`config.mk`:
```
export PLATFORM = sky130hd
export DESIGN_NAME = hardware_function_decoder
export DESIGN_NICKNAME = d
export VERILOG_FILES = /design/src/hfd_pkg.sv /design/src/hfd_pulse.sv /design/src/hardware_function_decoder.sv
export SDC_FILE = /design/constraint.sdc
export NUM_CORES = 1
export LEC_CHECK = 0
export CAP_MARGIN = 20
export CORE_ASPECT_RATIO = 0.6
export CORE_MARGIN = 4
export CORE_UTILIZATION = 57
export DETAILED_ROUTE_END_ITERATION = 8
export DONT_BUFFER_PORTS = 1
export PLACE_DENSITY = 0.76
export SLEW_MARGIN = 20
export SYNTH_ARGS = -nofsm -noshare
export SYNTH_HDL_FRONTEND = slang
export SYNTH_SLANG_ARGS = --single-unit
export TNS_END_PERCENT = 10
```
`constraint.sdc`:
```
create_clock -name ref_clk -period 1.9 [get_ports ref_clk]
set_input_delay 0.285 -clock ref_clk [delete_from_list [all_inputs] [get_ports ref_clk]]
set_output_delay 0.285 -clock ref_clk [all_outputs]
set_load 0.1 [all_outputs]
```
`src/hfd_pkg.sv`:
```
// Purpose: constants for the hardware function decoder
// Assumes: ref_clk at 200 MHz (5 ns period)
// Notes: register offsets are byte addresses on a 32-bit APB
package hfd_pkg;
    localparam int unsigned CLK_PERIOD_PS = 5000;
    localparam int unsigned DEC_LONG_NS = 200;
    localparam int unsigned DEC_SHORT_NS = 100;
    localparam int unsigned HALT_US = 15;
    localparam int unsigned CLEAR_US = 2;
    localparam int unsigned STEP_NS = 100;
    localparam int unsigned DEC_LONG_CYC = DEC_LONG_NS * 1000 / CLK_PERIOD_PS;
    localparam int unsigned DEC_SHORT_CYC = DEC_SHORT_NS * 1000 / CLK_PERIOD_PS;
    localparam int unsigned HALT_CYC = HALT_US * 1000000 / CLK_PERIOD_PS;
    localparam int unsigned CLEAR_CYC = CLEAR_US * 1000000 / CLK_PERIOD_PS;
    localparam int unsigned STEP_CYC = STEP_NS * 1000 / CLK_PERIOD_PS;

    localparam logic [15:0] FC_LOAD_BUF = 16'h0018;
    localparam logic [15:0] FC_MCLEAR = 16'h0020;
    localparam logic [15:0] FC_EXECUTE = 16'h0022;
    localparam logic [15:0] FC_STOP_EXEC = 16'h0024;
    localparam logic [15:0] FC_CLR_PARITY = 16'h0025;
    localparam logic [15:0] FC_STEP_ENTER = 16'h0028;
    localparam logic [15:0] FC_STEP_EXIT = 16'h0029;
    localparam logic [15:0] FC_STEP_CLOCK = 16'h002A;
    localparam logic [15:0] FC_STOP_LOAD = 16'h0038;

    localparam logic [7:0] OFF_STATUS = 8'h00;
    localparam logic [7:0] OFF_MASK = 8'h04;
    localparam logic [7:0] OFF_STATE = 8'h08;
    localparam int unsigned NUM_EVENTS = 4;
    localparam int unsigned EV_PARITY = 0;
    localparam int unsigned EV_CLEAR_DONE = 1;
    localparam int unsigned EV_STOPPED = 2;
    localparam int unsigned EV_BAD_CODE = 3;
    localparam logic [NUM_EVENTS-1:0] MASK_RESET = 4'h0;
endpackage

```
`src/hfd_pulse.sv`:
```
// Purpose: retriggerable-free one-shot of a programmable length
// Assumes: fire is a one-cycle pulse on the same clock
// Notes: a fire while busy is ignored, as a real one-shot would
`timescale 1ns/100ps
module hfd_pulse #(
    parameter int unsigned CW = 16
) (
    input wire logic ref_clk,
    input wire logic rst,
    input wire logic fire,
    input wire logic [CW-1:0] len,
    output logic busy,
    output logic done
);
    logic [CW-1:0] cnt_q;

    always_ff @(posedge ref_clk) begin
        if (rst) begin
            cnt_q <= '0;
            busy <= 1'b0;
            done <= 1'b0;
        end else begin
            done <= 1'b0;
            if (!busy && fire && len != '0) begin
                cnt_q <= len - CW'(1);
                busy <= 1'b1;
            end else if (busy) begin
                if (cnt_q == '0) begin
                    busy <= 1'b0;
                    done <= 1'b1;
                end else begin
                    cnt_q <= cnt_q - CW'(1);
                end
            end
        end
    end
endmodule

```
`src/hardware_function_decoder.sv`:
```
// Purpose: decode channel function codes into controller control pulses and flags
// Assumes: strobe and code arrive from the processor's pins, asynchronous to ref_clk
// Notes: the code is captured on the strobe's rising edge after synchronising
//
// Added by the designer: the register addresses and the APB slave port.
`timescale 1ns/100ps
module hardware_function_decoder
    import hfd_pkg::*;
#(
    parameter int unsigned HALT_CYCLES = HALT_CYC,
    parameter int unsigned CLEAR_CYCLES = CLEAR_CYC
) (
    input wire logic ref_clk,
    input wire logic rst,
    input wire logic channel_function_strobe,
    input wire logic [15:0] channel_code,
    input wire logic parity_error,
    input wire logic other_error,
    input wire logic director_done,
    input wire logic psel,
    input wire logic penable,
    input wire logic pwrite,
    input wire logic [7:0] paddr,
    input wire logic [31:0] pwdata,
    output logic [31:0] prdata,
    output logic pready,
    output logic pslverr,
    output logic load_request,
    output logic exec_enable,
    output logic halt_pulse,
    output logic clear_pulse,
    output logic heads_off,
    output logic clock_inhibit,
    output logic step_pulse,
    output logic composite_status,
    output logic irq
);
    localparam int unsigned CW = 16;

    // ---------------------------------------------------------------
    // input synchronisers
    // ---------------------------------------------------------------
    logic strb_m_q, strb_s_q, strb_d_q;
    logic [15:0] code_m_q, code_s_q;
    logic par_m_q, par_s_q, oth_m_q, oth_s_q;

    // code is held stable around the strobe, so bus skew is not a hazard
    always_ff @(posedge ref_clk) begin
        if (rst) begin
            strb_m_q <= 1'b0;
            strb_s_q <= 1'b0;
            strb_d_q <= 1'b0;
            code_m_q <= 16'h0000;
            code_s_q <= 16'h0000;
            par_m_q <= 1'b0;
            par_s_q <= 1'b0;
            oth_m_q <= 1'b0;
            oth_s_q <= 1'b0;
        end else begin
            strb_m_q <= channel_function_strobe;
            strb_s_q <= strb_m_q;
            strb_d_q <= strb_s_q;
            code_m_q <= channel_code;
            code_s_q <= code_m_q;
            par_m_q <= parity_error;
            par_s_q <= par_m_q;
            oth_m_q <= other_error;
            oth_s_q <= oth_m_q;
        end
    end

    logic strobe_rise;
    assign strobe_rise = strb_s_q && !strb_d_q;

    // ---------------------------------------------------------------
    // decode enable one-shot
    // ---------------------------------------------------------------
    logic [15:0] code_q;
    logic [CW-1:0] en_cnt_q;
    logic dec_en_q;
    logic is_step_code;
    assign is_step_code = (code_s_q == FC_STEP_ENTER) || (code_s_q == FC_STEP_EXIT)
        || (code_s_q == FC_STEP_CLOCK);

    always_ff @(posedge ref_clk) begin
        if (rst) begin
            code_q <= 16'h0000;
            en_cnt_q <= '0;
            dec_en_q <= 1'b0;
        end else if (strobe_rise && !dec_en_q) begin
            code_q <= code_s_q;
            dec_en_q <= 1'b1;
            if (is_step_code) begin
                en_cnt_q <= CW'(DEC_SHORT_CYC - 1);
            end else begin
                en_cnt_q <= CW'(DEC_LONG_CYC - 1);
            end
        end else if (dec_en_q) begin
            if (en_cnt_q == '0) begin
                dec_en_q <= 1'b0;
            end else begin
                en_cnt_q <= en_cnt_q - CW'(1);
            end
        end
    end

    // decode acts once, on the first cycle of the enable window
    logic dec_first_q;
    always_ff @(posedge ref_clk) begin
        if (rst) begin
            dec_first_q <= 1'b0;
        end else begin
            dec_first_q <= strobe_rise && !dec_en_q;
        end
    end

    logic do_load, do_mclr, do_exec, do_stop, do_clrpar, do_enter, do_exit, do_step;
    logic do_stopload, bad_code;
    always_comb begin
        do_load = 1'b0;
        do_mclr = 1'b0;
        do_exec = 1'b0;
        do_stop = 1'b0;
        do_clrpar = 1'b0;
        do_enter = 1'b0;
        do_exit = 1'b0;
        do_step = 1'b0;
        do_stopload = 1'b0;
        bad_code = 1'b0;
        if (dec_first_q && dec_en_q) begin
            case (code_q)
                FC_LOAD_BUF: do_load = 1'b1;
                FC_MCLEAR: do_mclr = 1'b1;
                FC_EXECUTE: do_exec = 1'b1;
                FC_STOP_EXEC: do_stop = 1'b1;
                FC_CLR_PARITY: do_clrpar = 1'b1;
                FC_STEP_ENTER: do_enter = 1'b1;
                FC_STEP_EXIT: do_exit = 1'b1;
                FC_STEP_CLOCK: do_step = clock_inhibit;
                FC_STOP_LOAD: do_stopload = 1'b1;
                default: bad_code = 1'b1;
            endcase
        end
    end

    // ---------------------------------------------------------------
    // master clear: halt then clear
    // ---------------------------------------------------------------
    logic halt_busy, halt_done, clr_busy, clr_done;
    hfd_pulse #(.CW(CW)) u_halt (
        .ref_clk(ref_clk),
        .rst(rst),
        .fire(do_mclr),
        .len(CW'(HALT_CYCLES)),
        .busy(halt_busy),
        .done(halt_done)
    );
    hfd_pulse #(.CW(CW)) u_clear (
        .ref_clk(ref_clk),
        .rst(rst),
        .fire(halt_done),
        .len(CW'(CLEAR_CYCLES)),
        .busy(clr_busy),
        .done(clr_done)
    );

    always_ff @(posedge ref_clk) begin
        if (rst) begin
            halt_pulse <= 1'b0;
            clear_pulse <= 1'b0;
        end else begin
            halt_pulse <= halt_busy;
            clear_pulse <= clr_busy;
        end
    end

    // ---------------------------------------------------------------
    // director loading and execution
    // ---------------------------------------------------------------
    logic stop_pend_q, par_seen_q;
    always_ff @(posedge ref_clk) begin
        if (rst || clr_busy) begin
            load_request <= 1'b0;
        end else if (do_load) begin
            load_request <= 1'b1;
        end else if (do_stopload) begin
            load_request <= 1'b0;
        end
    end

    // stop does not clear the director address, so execute resumes there
    always_ff @(posedge ref_clk) begin
        if (rst || clr_busy) begin
            exec_enable <= 1'b0;
            stop_pend_q <= 1'b0;
            heads_off <= 1'b0;
        end else begin
            if (par_s_q) begin
                exec_enable <= 1'b0;
                stop_pend_q <= 1'b0;
            end else if (do_exec) begin
                exec_enable <= 1'b1;
                stop_pend_q <= 1'b0;
                heads_off <= 1'b0;
            end else if (do_stop && exec_enable) begin
                stop_pend_q <= 1'b1;
            end else if (stop_pend_q && director_done) begin
                exec_enable <= 1'b0;
                stop_pend_q <= 1'b0;
                heads_off <= 1'b1;
            end else if (do_stop) begin
                heads_off <= 1'b1;
            end
        end
    end

    // ---------------------------------------------------------------
    // parity error and composite status
    // ---------------------------------------------------------------
    logic par_d_q;
    always_ff @(posedge ref_clk) begin
        if (rst || clr_busy) begin
            par_seen_q <= 1'b0;
            par_d_q <= 1'b0;
            composite_status <= 1'b0;
        end else begin
            par_d_q <= par_s_q;
            if (par_s_q) begin
                par_seen_q <= 1'b1;
            end else if (do_clrpar) begin
                par_seen_q <= 1'b0;
            end
            composite_status <= (par_s_q || (par_seen_q && !do_clrpar)) || oth_s_q;
        end
    end

    // ---------------------------------------------------------------
    // clock step control
    // ---------------------------------------------------------------
    logic [CW-1:0] step_cnt_q;
    always_ff @(posedge ref_clk) begin
        if (rst) begin
            clock_inhibit <= 1'b0;
        end else if (do_enter) begin
            clock_inhibit <= 1'b1;
        end else if (do_exit) begin
            clock_inhibit <= 1'b0;
        end
    end

    always_ff @(posedge ref_clk) begin
        if (rst) begin
            step_pulse <= 1'b0;
            step_cnt_q <= '0;
        end else if (do_step) begin
            step_pulse <= 1'b1;
            step_cnt_q <= CW'(STEP_CYC - 1);
        end else if (step_pulse) begin
            if (step_cnt_q == '0) begin
                step_pulse <= 1'b0;
            end else begin
                step_cnt_q <= step_cnt_q - CW'(1);
            end
        end
    end

    // ---------------------------------------------------------------
    // apb slave, interrupt status and mask
    // ---------------------------------------------------------------
    logic [NUM_EVENTS-1:0] ev, status_q, mask_q;
    logic rd_status, wr_mask;
    assign ev[EV_PARITY] = par_s_q && !par_d_q;
    assign ev[EV_CLEAR_DONE] = clr_done;
    assign ev[EV_STOPPED] = stop_pend_q && director_done && !par_s_q && !do_exec;
    assign ev[EV_BAD_CODE] = bad_code;
    assign rd_status = psel && penable && !pwrite && paddr == OFF_STATUS;
    assign wr_mask = psel && penable && pwrite && paddr == OFF_MASK;

    // an event in the clearing read's cycle survives: set wins
    always_ff @(posedge ref_clk) begin
        if (rst) begin
            status_q <= '0;
        end else if (rd_status) begin
            status_q <= ev;
        end else begin
            status_q <= status_q | ev;
        end
    end

    always_ff @(posedge ref_clk) begin
        if (rst) begin
            mask_q <= MASK_RESET;
        end else if (wr_mask) begin
            mask_q <= pwdata[NUM_EVENTS-1:0];
        end
    end

    always_ff @(posedge ref_clk) begin
        if (rst) begin
            irq <= 1'b0;
        end else begin
            irq <= |(status_q & mask_q);
        end
    end

    // zero-wait slave: pready high in every access phase
    always_ff @(posedge ref_clk) begin
        if (rst) begin
            prdata <= 32'h0000_0000;
            pready <= 1'b0;
            pslverr <= 1'b0;
        end else begin
            pready <= psel && !penable;
            pslverr <= 1'b0;
            prdata <= 32'h0000_0000;
            if (psel && !penable) begin
                if (paddr == OFF_STATUS) begin
                    prdata <= {28'h0000000, status_q | ev};
                end else if (paddr == OFF_MASK) begin
                    prdata <= {28'h0000000, mask_q};
                end else if (paddr == OFF_STATE) begin
                    prdata <= {24'h000000, heads_off, composite_status, clock_inhibit,
                        stop_pend_q, exec_enable, load_request, clear_pulse, halt_pulse};
                end else begin
                    pslverr <= 1'b1;
                end
            end
        end
    end
endmodule

```
==> qor.yml, run 1 <==
sta:
  setup_ws_ps: -67.9
  worst_pin_slew_ps: 491
  finalCriticalPeriod_ps: 1970
  period_share_pct: 104
  worst_clock_skew_ps: 8.22
  rsz0062_at_grt: "yes"
  max_freq_mhz: 508
  finalSetupViolations: 8
  finalHoldViolations: 0
  timing.slew.headroom_pct: 66.9
  setup_tns_ps: -282
  maxSlewViolCount: 0
floorplanning:
  ioPinCount: 108
  core-area_sq_um: 10700
  die_h_um: 90.1
  rows: 29
  dieArea_sq_um: 13000
  die_w_um: 145
  initial_core_util_pct: 59.6
critical_path:
  slowest_delay_ps: 600
  crit_required_ps: 2200
  end_kind: "register"
  crit_path_start_kind: "register"
  crit_top_cell: "or4_4"
  cp.depth: 5
  cp_cell_sequence: "or4_4 -> or4_4 -> o21ai_4 -> a21o_1 -> a21oi_1"
  worstPathArrival_ps: 2270
  crit_buf_inv: 0
  cp_top_family: "simple AND/OR/NAND/NOR gates"
  crit_path_top_delay_cell: "or4_4"
  crit_fanout: 6
  crit_type: "reg -> reg"
  rr_worst_depth: 5
synth:
  netlist_instances: 711
  yosys-top-cells-area: "dfxtp_1 49%, xor2_1 4.9%, nor2_1 4.4%, nor2b_1 4.4%, a21oi_1 4.0%"
  synthDistinctLibCells: 57
  synth-edff-count: 0
  yosysTopAreaCell: "dfxtp_1"
  yosysSeqAreaShare_pct: 48.5
  ys.flop_type: "dfxtp_1"
  synth_area_per_cell_sq_um: 9.00
  yosys_warnings: 0
  ys_ff_latch: 155
  synth.cell_area_sq_um: 6400
  async_reset_ff_share_pct: 0
  synth_top_area_share_pct: 48.5
clocking:
  cts-root-buf: "clkbuf_16"
  cts_sinks: 155
  clkTransAtPathRegs_ps: 60
  htree_levels: 4
  insertion_delay_ps: 420
  cts_tree: "yes"
  clock_path_buffers: 2
  cts_buffers: 17
global_route:
  grt_antenna_before_repair: 0
  grt_pass1_vias: 5317
  grt_pass1_wl_um: 24900
  grt_usage_pct: 23.3
  grt_max_degree: 115
  grt_overflow: 0
final_layout:
  final_nets: 900
  multi_input_area_sq_um: 3200
  diodes: 0
  drive_gt1_share_pct: 16.3
  seq_area_sq_um: 3110
  postLayoutCoreUtil_pct: 77.4
  mostFrequentLayoutCells: "151 x dfxtp_1, 72 x nor2_1, 67 x nand2_1, 67 x buf_4, 55 x dlygate4sd3_1"
  fill_cells: 692
  layout_commonest_cell: "dfxtp_1"
  area_growth_pct: 30.0
power_and_ir_drop:
  power_density_nw_per_um2: 960
  vdd_drop_max_mv: 0.688
  p_leak_uw: 0.00343
drt:
  num_vias: 5424
  drt_wl_total_um: 15500
  drc: 0
  drt-initial-drc-count: 524
  dr.pass1.iters: 5
  detail_route.wl_per_cell_um: 15.8
  final_antenna_net_count: 0
  vias_per_cell: 5.53
placed_design:
  dp_slack_ps: -162
  place_congestion: 0.813
  port_buffers: 0
  dp_hpwl_um: 9330
worst_hold_path:
  holdPathStages: 2
  hold_path_class: "in -> reg"
job:
  drv_cap: 0
run_status:
  status: "finished with violations"
  violations: "negative setup slack"
report_power, final:
part	internal (uW)	leakage, uW	switching, uW	total [uW]
logic	235	0.00184	452	688
registers	3320	0.00126	37.7	3360
clock network	2630	0.000328	1300	3940
cell type report:
type                            count  area share (%)
Clock buffer                       21            5.42
Clock inverter                     11            2.87
Inverter                           13           0.587
Multi-Input combinational cell    517            38.5
Sequential cell                   155            37.4
Tap cell                          139            2.09
Timing Repair Buffer              124            13.2
path summary, 6_finish.rpt:
kind / startpoint / endpoint / slack (ps)
worst min register to register: code_s_q[5] / code_q[5] / 450
worst max register to register: en_cnt_q[6] / en_cnt_q[0] / -70
worst max-delay path: en_cnt_q[6] / en_cnt_q[0] / -70
worst min-delay path: paddr[3] / pslverr / 30
state kept, by name, indices dropped and copies added (netlist names), 4 cells and up:
name	cells
u_halt.cnt_q	16
code_q	16
code_s_q	16
status_q	4
mask_q	4
step_cnt_q	16
prdata	8
en_cnt_q	16
code_m_q	16
u_clear.cnt_q	16
kinds of logic (layout without fill, tap and decap cells):
family | count (synthesis) | after routing | share of synthesized area, %
buf+inv | 63 | 169 | 5.26
compound gates | 95 | 95 | 9.06
other cells | 1 | 24 | 0.0586
simple gates | 342 | 343 | 29.0
mux | 9 | 9 | 1.43
xor+xnor | 39 | 39 | 5.34
flops | 155 | 155 | 48.5
fa+ha+maj | 7 | 7 | 1.37
cells in the mapped netlist (all sizes together) (3+ instances only):
library cell  count
nor4             12
a31oi             7
a21oi            51
o31a              3
and2             10
nor3             24
inv              13
xor2             36
o21ai             8
ha                7
mux2i             8
nor3b             7
or3b              4
nand2b            6
nor2b            45
a211oi            3
a21boi            3
nor4b             6
a2111oi           4
nand2            67
buf              27
nor2             75
and3              5
nand4b           11
or4               7
clkbuf           23
nand4            12
dfxtp           155
or3               9
o31ai             4
nand3b            8
xnor2             3
nand3            25
what timing repair did:
action	CTS	global route
resized for setup	12	26
pin swaps	8	7
endpoints found under the hold margin	102	43
setup buffers	2	1
hold buffers	53	3
cloned	1	0
endpoints found under the setup margin	14	50
through the flow:
stage	hold WS (ps)	total power, uW	instances	area [sq um]
2_1_floorplan	380	3940	734	6490
3_3_place_gp	371	3940	888	6880
3_5_place_dp	372	3960	888	6880
4_1_cts	-55.9	7950	976	8160
5_1_grt	28.8	8200	980	8320
6_report	29.9	7980	980	8320
metal layers:
layer  up-vias  track usage [%]  part of all wire [%]
met4         0             8.07                   1.6
met5         -                0                     0
met2       199             36.4                    46
met3        24             5.41                   6.5
li1       2656                -                     -
met1      2545             31.6                    46
No activity file was read; power rests on OpenSTA's default activity.
==> inputs of run 2 (changes only) <==
Settings changed: MAX_ROUTING_LAYER set to met4, TNS_END_PERCENT 10 to 100.
==> run 2 against run 1 <==
The flow still finishes with violations (negative setup slack). Sequential power is essentially flat. Core utilization is 2.2 points lower. Worst hold slack worse by 26 ps. Combinational power up 13%. Fmax shrank 4.9%. Worst setup slack worse by 100 ps. Die area stayed put.
==> qor.yml, run 2 (synthesis gave the netlist of run 1 again) <==
run_status:
  status: "finished with violations"  # unchanged
  violations: "negative setup slack"  # unchanged
clocking:
  clkTransAtPathRegs_ps: 60  # about the same
  clock_path_buffers: 2  # unchanged
  htree_levels: 4  # unchanged
  cts_buffers: 17  # unchanged
  insertion_delay_ps: 420  # about the same
  cts_sinks: 155  # unchanged
  cts_tree: "yes"  # unchanged
  cts-root-buf: "clkbuf_16"  # unchanged
sta:
  rsz0062_at_grt: "yes"  # unchanged
  finalHoldViolations: 0  # unchanged
  finalCriticalPeriod_ps: 2070  # was 1970 ps
  timing.slew.headroom_pct: 66.1  # was 66.9%
  period_share_pct: 109  # was 104%
  setup_ws_ps: -170  # was -67.9 ps
  worst_clock_skew_ps: 13.3  # was 8.22 ps
  worst_pin_slew_ps: 505  # was 491 ps
  max_freq_mhz: 483  # was 508 MHz
  finalSetupViolations: 15  # was 8
  maxSlewViolCount: 0  # unchanged
job:
  drv_cap: 0  # unchanged
drt:
  drt-initial-drc-count: 441  # was 524
  drt_wl_total_um: 15400  # was 15500 um
  num_vias: 5506  # was 5424
  met1_length_um: 6800  # was 7050 um
  final_antenna_net_count: 0  # unchanged
  detail_route.wl_per_cell_um: 16.1  # was 15.8 um
  vias_per_cell: 5.73  # was 5.53
  dr_wl_met2_um: 7160  # was 7170 um
  dr_wl_met3_um: 1210  # was 1010 um
  dr.pass1.iters: 5  # unchanged
  highest_layer: "met4"  # unchanged
  drc: 0  # unchanged
final_layout:
  area_growth_pct: 26.3  # was 30.0%
  diodes: 0  # unchanged
  mostFrequentLayoutCells: "151 x dfxtp_1, 71 x nor2_1, 71 x buf_4"  # was 151 x dfxtp_1, 72 x nor2_1, 67 x nand2_1, 67 x buf_4, 55 x dlygate4sd3_1
  layout_commonest_cell: "dfxtp_1"  # unchanged
  fill_cells: 693  # was 692
  final_nets: 882  # was 900
  drive_gt1_share_pct: 19.1  # was 16.3%
floorplanning:
  die_h_um: 90.1  # unchanged
  die_w_um: 145  # unchanged
  dieArea_sq_um: 13000  # unchanged
  core-area_sq_um: 10700  # unchanged
  ioPinCount: 108  # unchanged
  rows: 29  # unchanged
  initial_core_util_pct: 59.6  # unchanged
critical_path:
  crit_type: "reg -> reg"  # unchanged
  crit_fanout: 4  # was 6
  end_kind: "register"  # unchanged
  crit_required_ps: 2190  # was 2200 ps
  worstPathArrival_ps: 2360  # was 2270 ps
  crit_path_start_kind: "register"  # unchanged
global_route:
  grt_usage_pct: 23.8  # was 23.3%
  grt_pass1_wl_um: 24700  # was 24900 um
  grt_antenna_before_repair: 0  # unchanged
  grt_overflow: 0  # unchanged
  grt_max_degree: 83  # was 115
  grt_pass1_vias: 5235  # was 5317
placed_design:
  place_congestion: 0.819  # was 0.813
  dp_slack_ps: -205  # was -162 ps
  port_buffers: 0  # unchanged
  dp_hpwl_um: 9810  # was 9330 um
power_and_ir_drop:
  switchingPower_uw: 1820  # was 1790 uW
  power_density_nw_per_um2: 917  # was 960 nW/um^2
  pwr-share-comb_pct: 10.5  # was 8.6%
  vdd_drop_max_mv: 0.759  # was 0.688 mV
  p_clk_share_pct: 44.2  # was 49.3%
  sw_frac_of_total_pct: 24.5  # was 22.5%
  p_leak_uw: 0.00327  # was 0.00343 uW
  pwr-share-seq_pct: 45.3  # was 42.1%
  p_total_uw: 7410  # was 7980 uW
  p_int_uw: 5590  # was 6190 uW
worst_hold_path:
  hold_path_class: "in -> reg"  # unchanged
==> run 2: power by group through the flow <==
stage	registers, uW	clock network (uW)	logic [uW]
2_1_floorplan	3440	0	505
3_3_place_gp	3420	0	526
3_5_place_dp	3420	0	544
4_1_cts	3350	3320	740
5_1_grt	3360	3460	824
6_report	3360	3270	780
==> run 2: critical path, cell delays in order, from the launching register on <==
cell and delay (ps):
dfxtp_2 320, or4_4 540, or4_4 590, buf_12 160, nand3b_1 100, xor2_1 170, nor2_1 60
==> run 2: layer usage <==
metal  up-vias  GRT usage (%)
li1       2627              -
met1      2582           31.8
met2       266           36.0
met3        31           5.78
met4         0           7.14
met5         -              -
==> run 2: stage by stage <==
step / cells / utilization, % / hold slack [ps] / instance area, sq um / setup TNS, ps
2_1_floorplan: 734 / - / 380 / 6490 / -179
4_1_cts: 959 / 73.8 / 0.508 / 7930 / -1570
5_1_grt: 961 / 75.2 / 17.5 / 8080 / -2390
3_3_place_gp: 888 / 64.1 / 371 / 6880 / -577
6_report: 961 / 75.2 / 4.20 / 8080 / -1630
3_5_place_dp: 888 / 64.1 / 370 / 6880 / -1500
==> run 2: path summary, 6_finish.rpt <==
| kind | startpoint | end | slack (ps) | cells past startpoint |
|---|---|---|---|---|
| worst max register to register | en_cnt_q[7] | en_cnt_q[9] | -170 | 6 |
| worst min-delay path | channel_code[15] | code_m_q[15] | 4 | 1 |
| worst max-delay path | en_cnt_q[7] | en_cnt_q[9] | -170 | 6 |
| worst min register to register | code_m_q[6] | code_s_q[6] | 430 | 1 |
==> run 2: final cells by class <==
| cell class | count | area, sq um | share of cell area, % |
|---|---|---|---|
| clock buffer | 20 | 457 | 5.65 |
| sequential | 155 | 3110 | 38.5 |
| inverter | 13 | 48.8 | 0.604 |
| tap | 139 | 174 | 2.15 |
| timing repair buffer | 107 | 935 | 11.6 |
| clock inverter | 11 | 120 | 1.49 |
| multi-input combinational | 516 | 3230 | 40.0 |
==> run 2: repair_timing <==
action	in CTS	in global routing
setup buffers	10	1
hold endpoints to repair	104	1
setup endpoints to repair	17	45
gates resized for setup	18	31
pin swaps	9	13
hold buffers	30	1
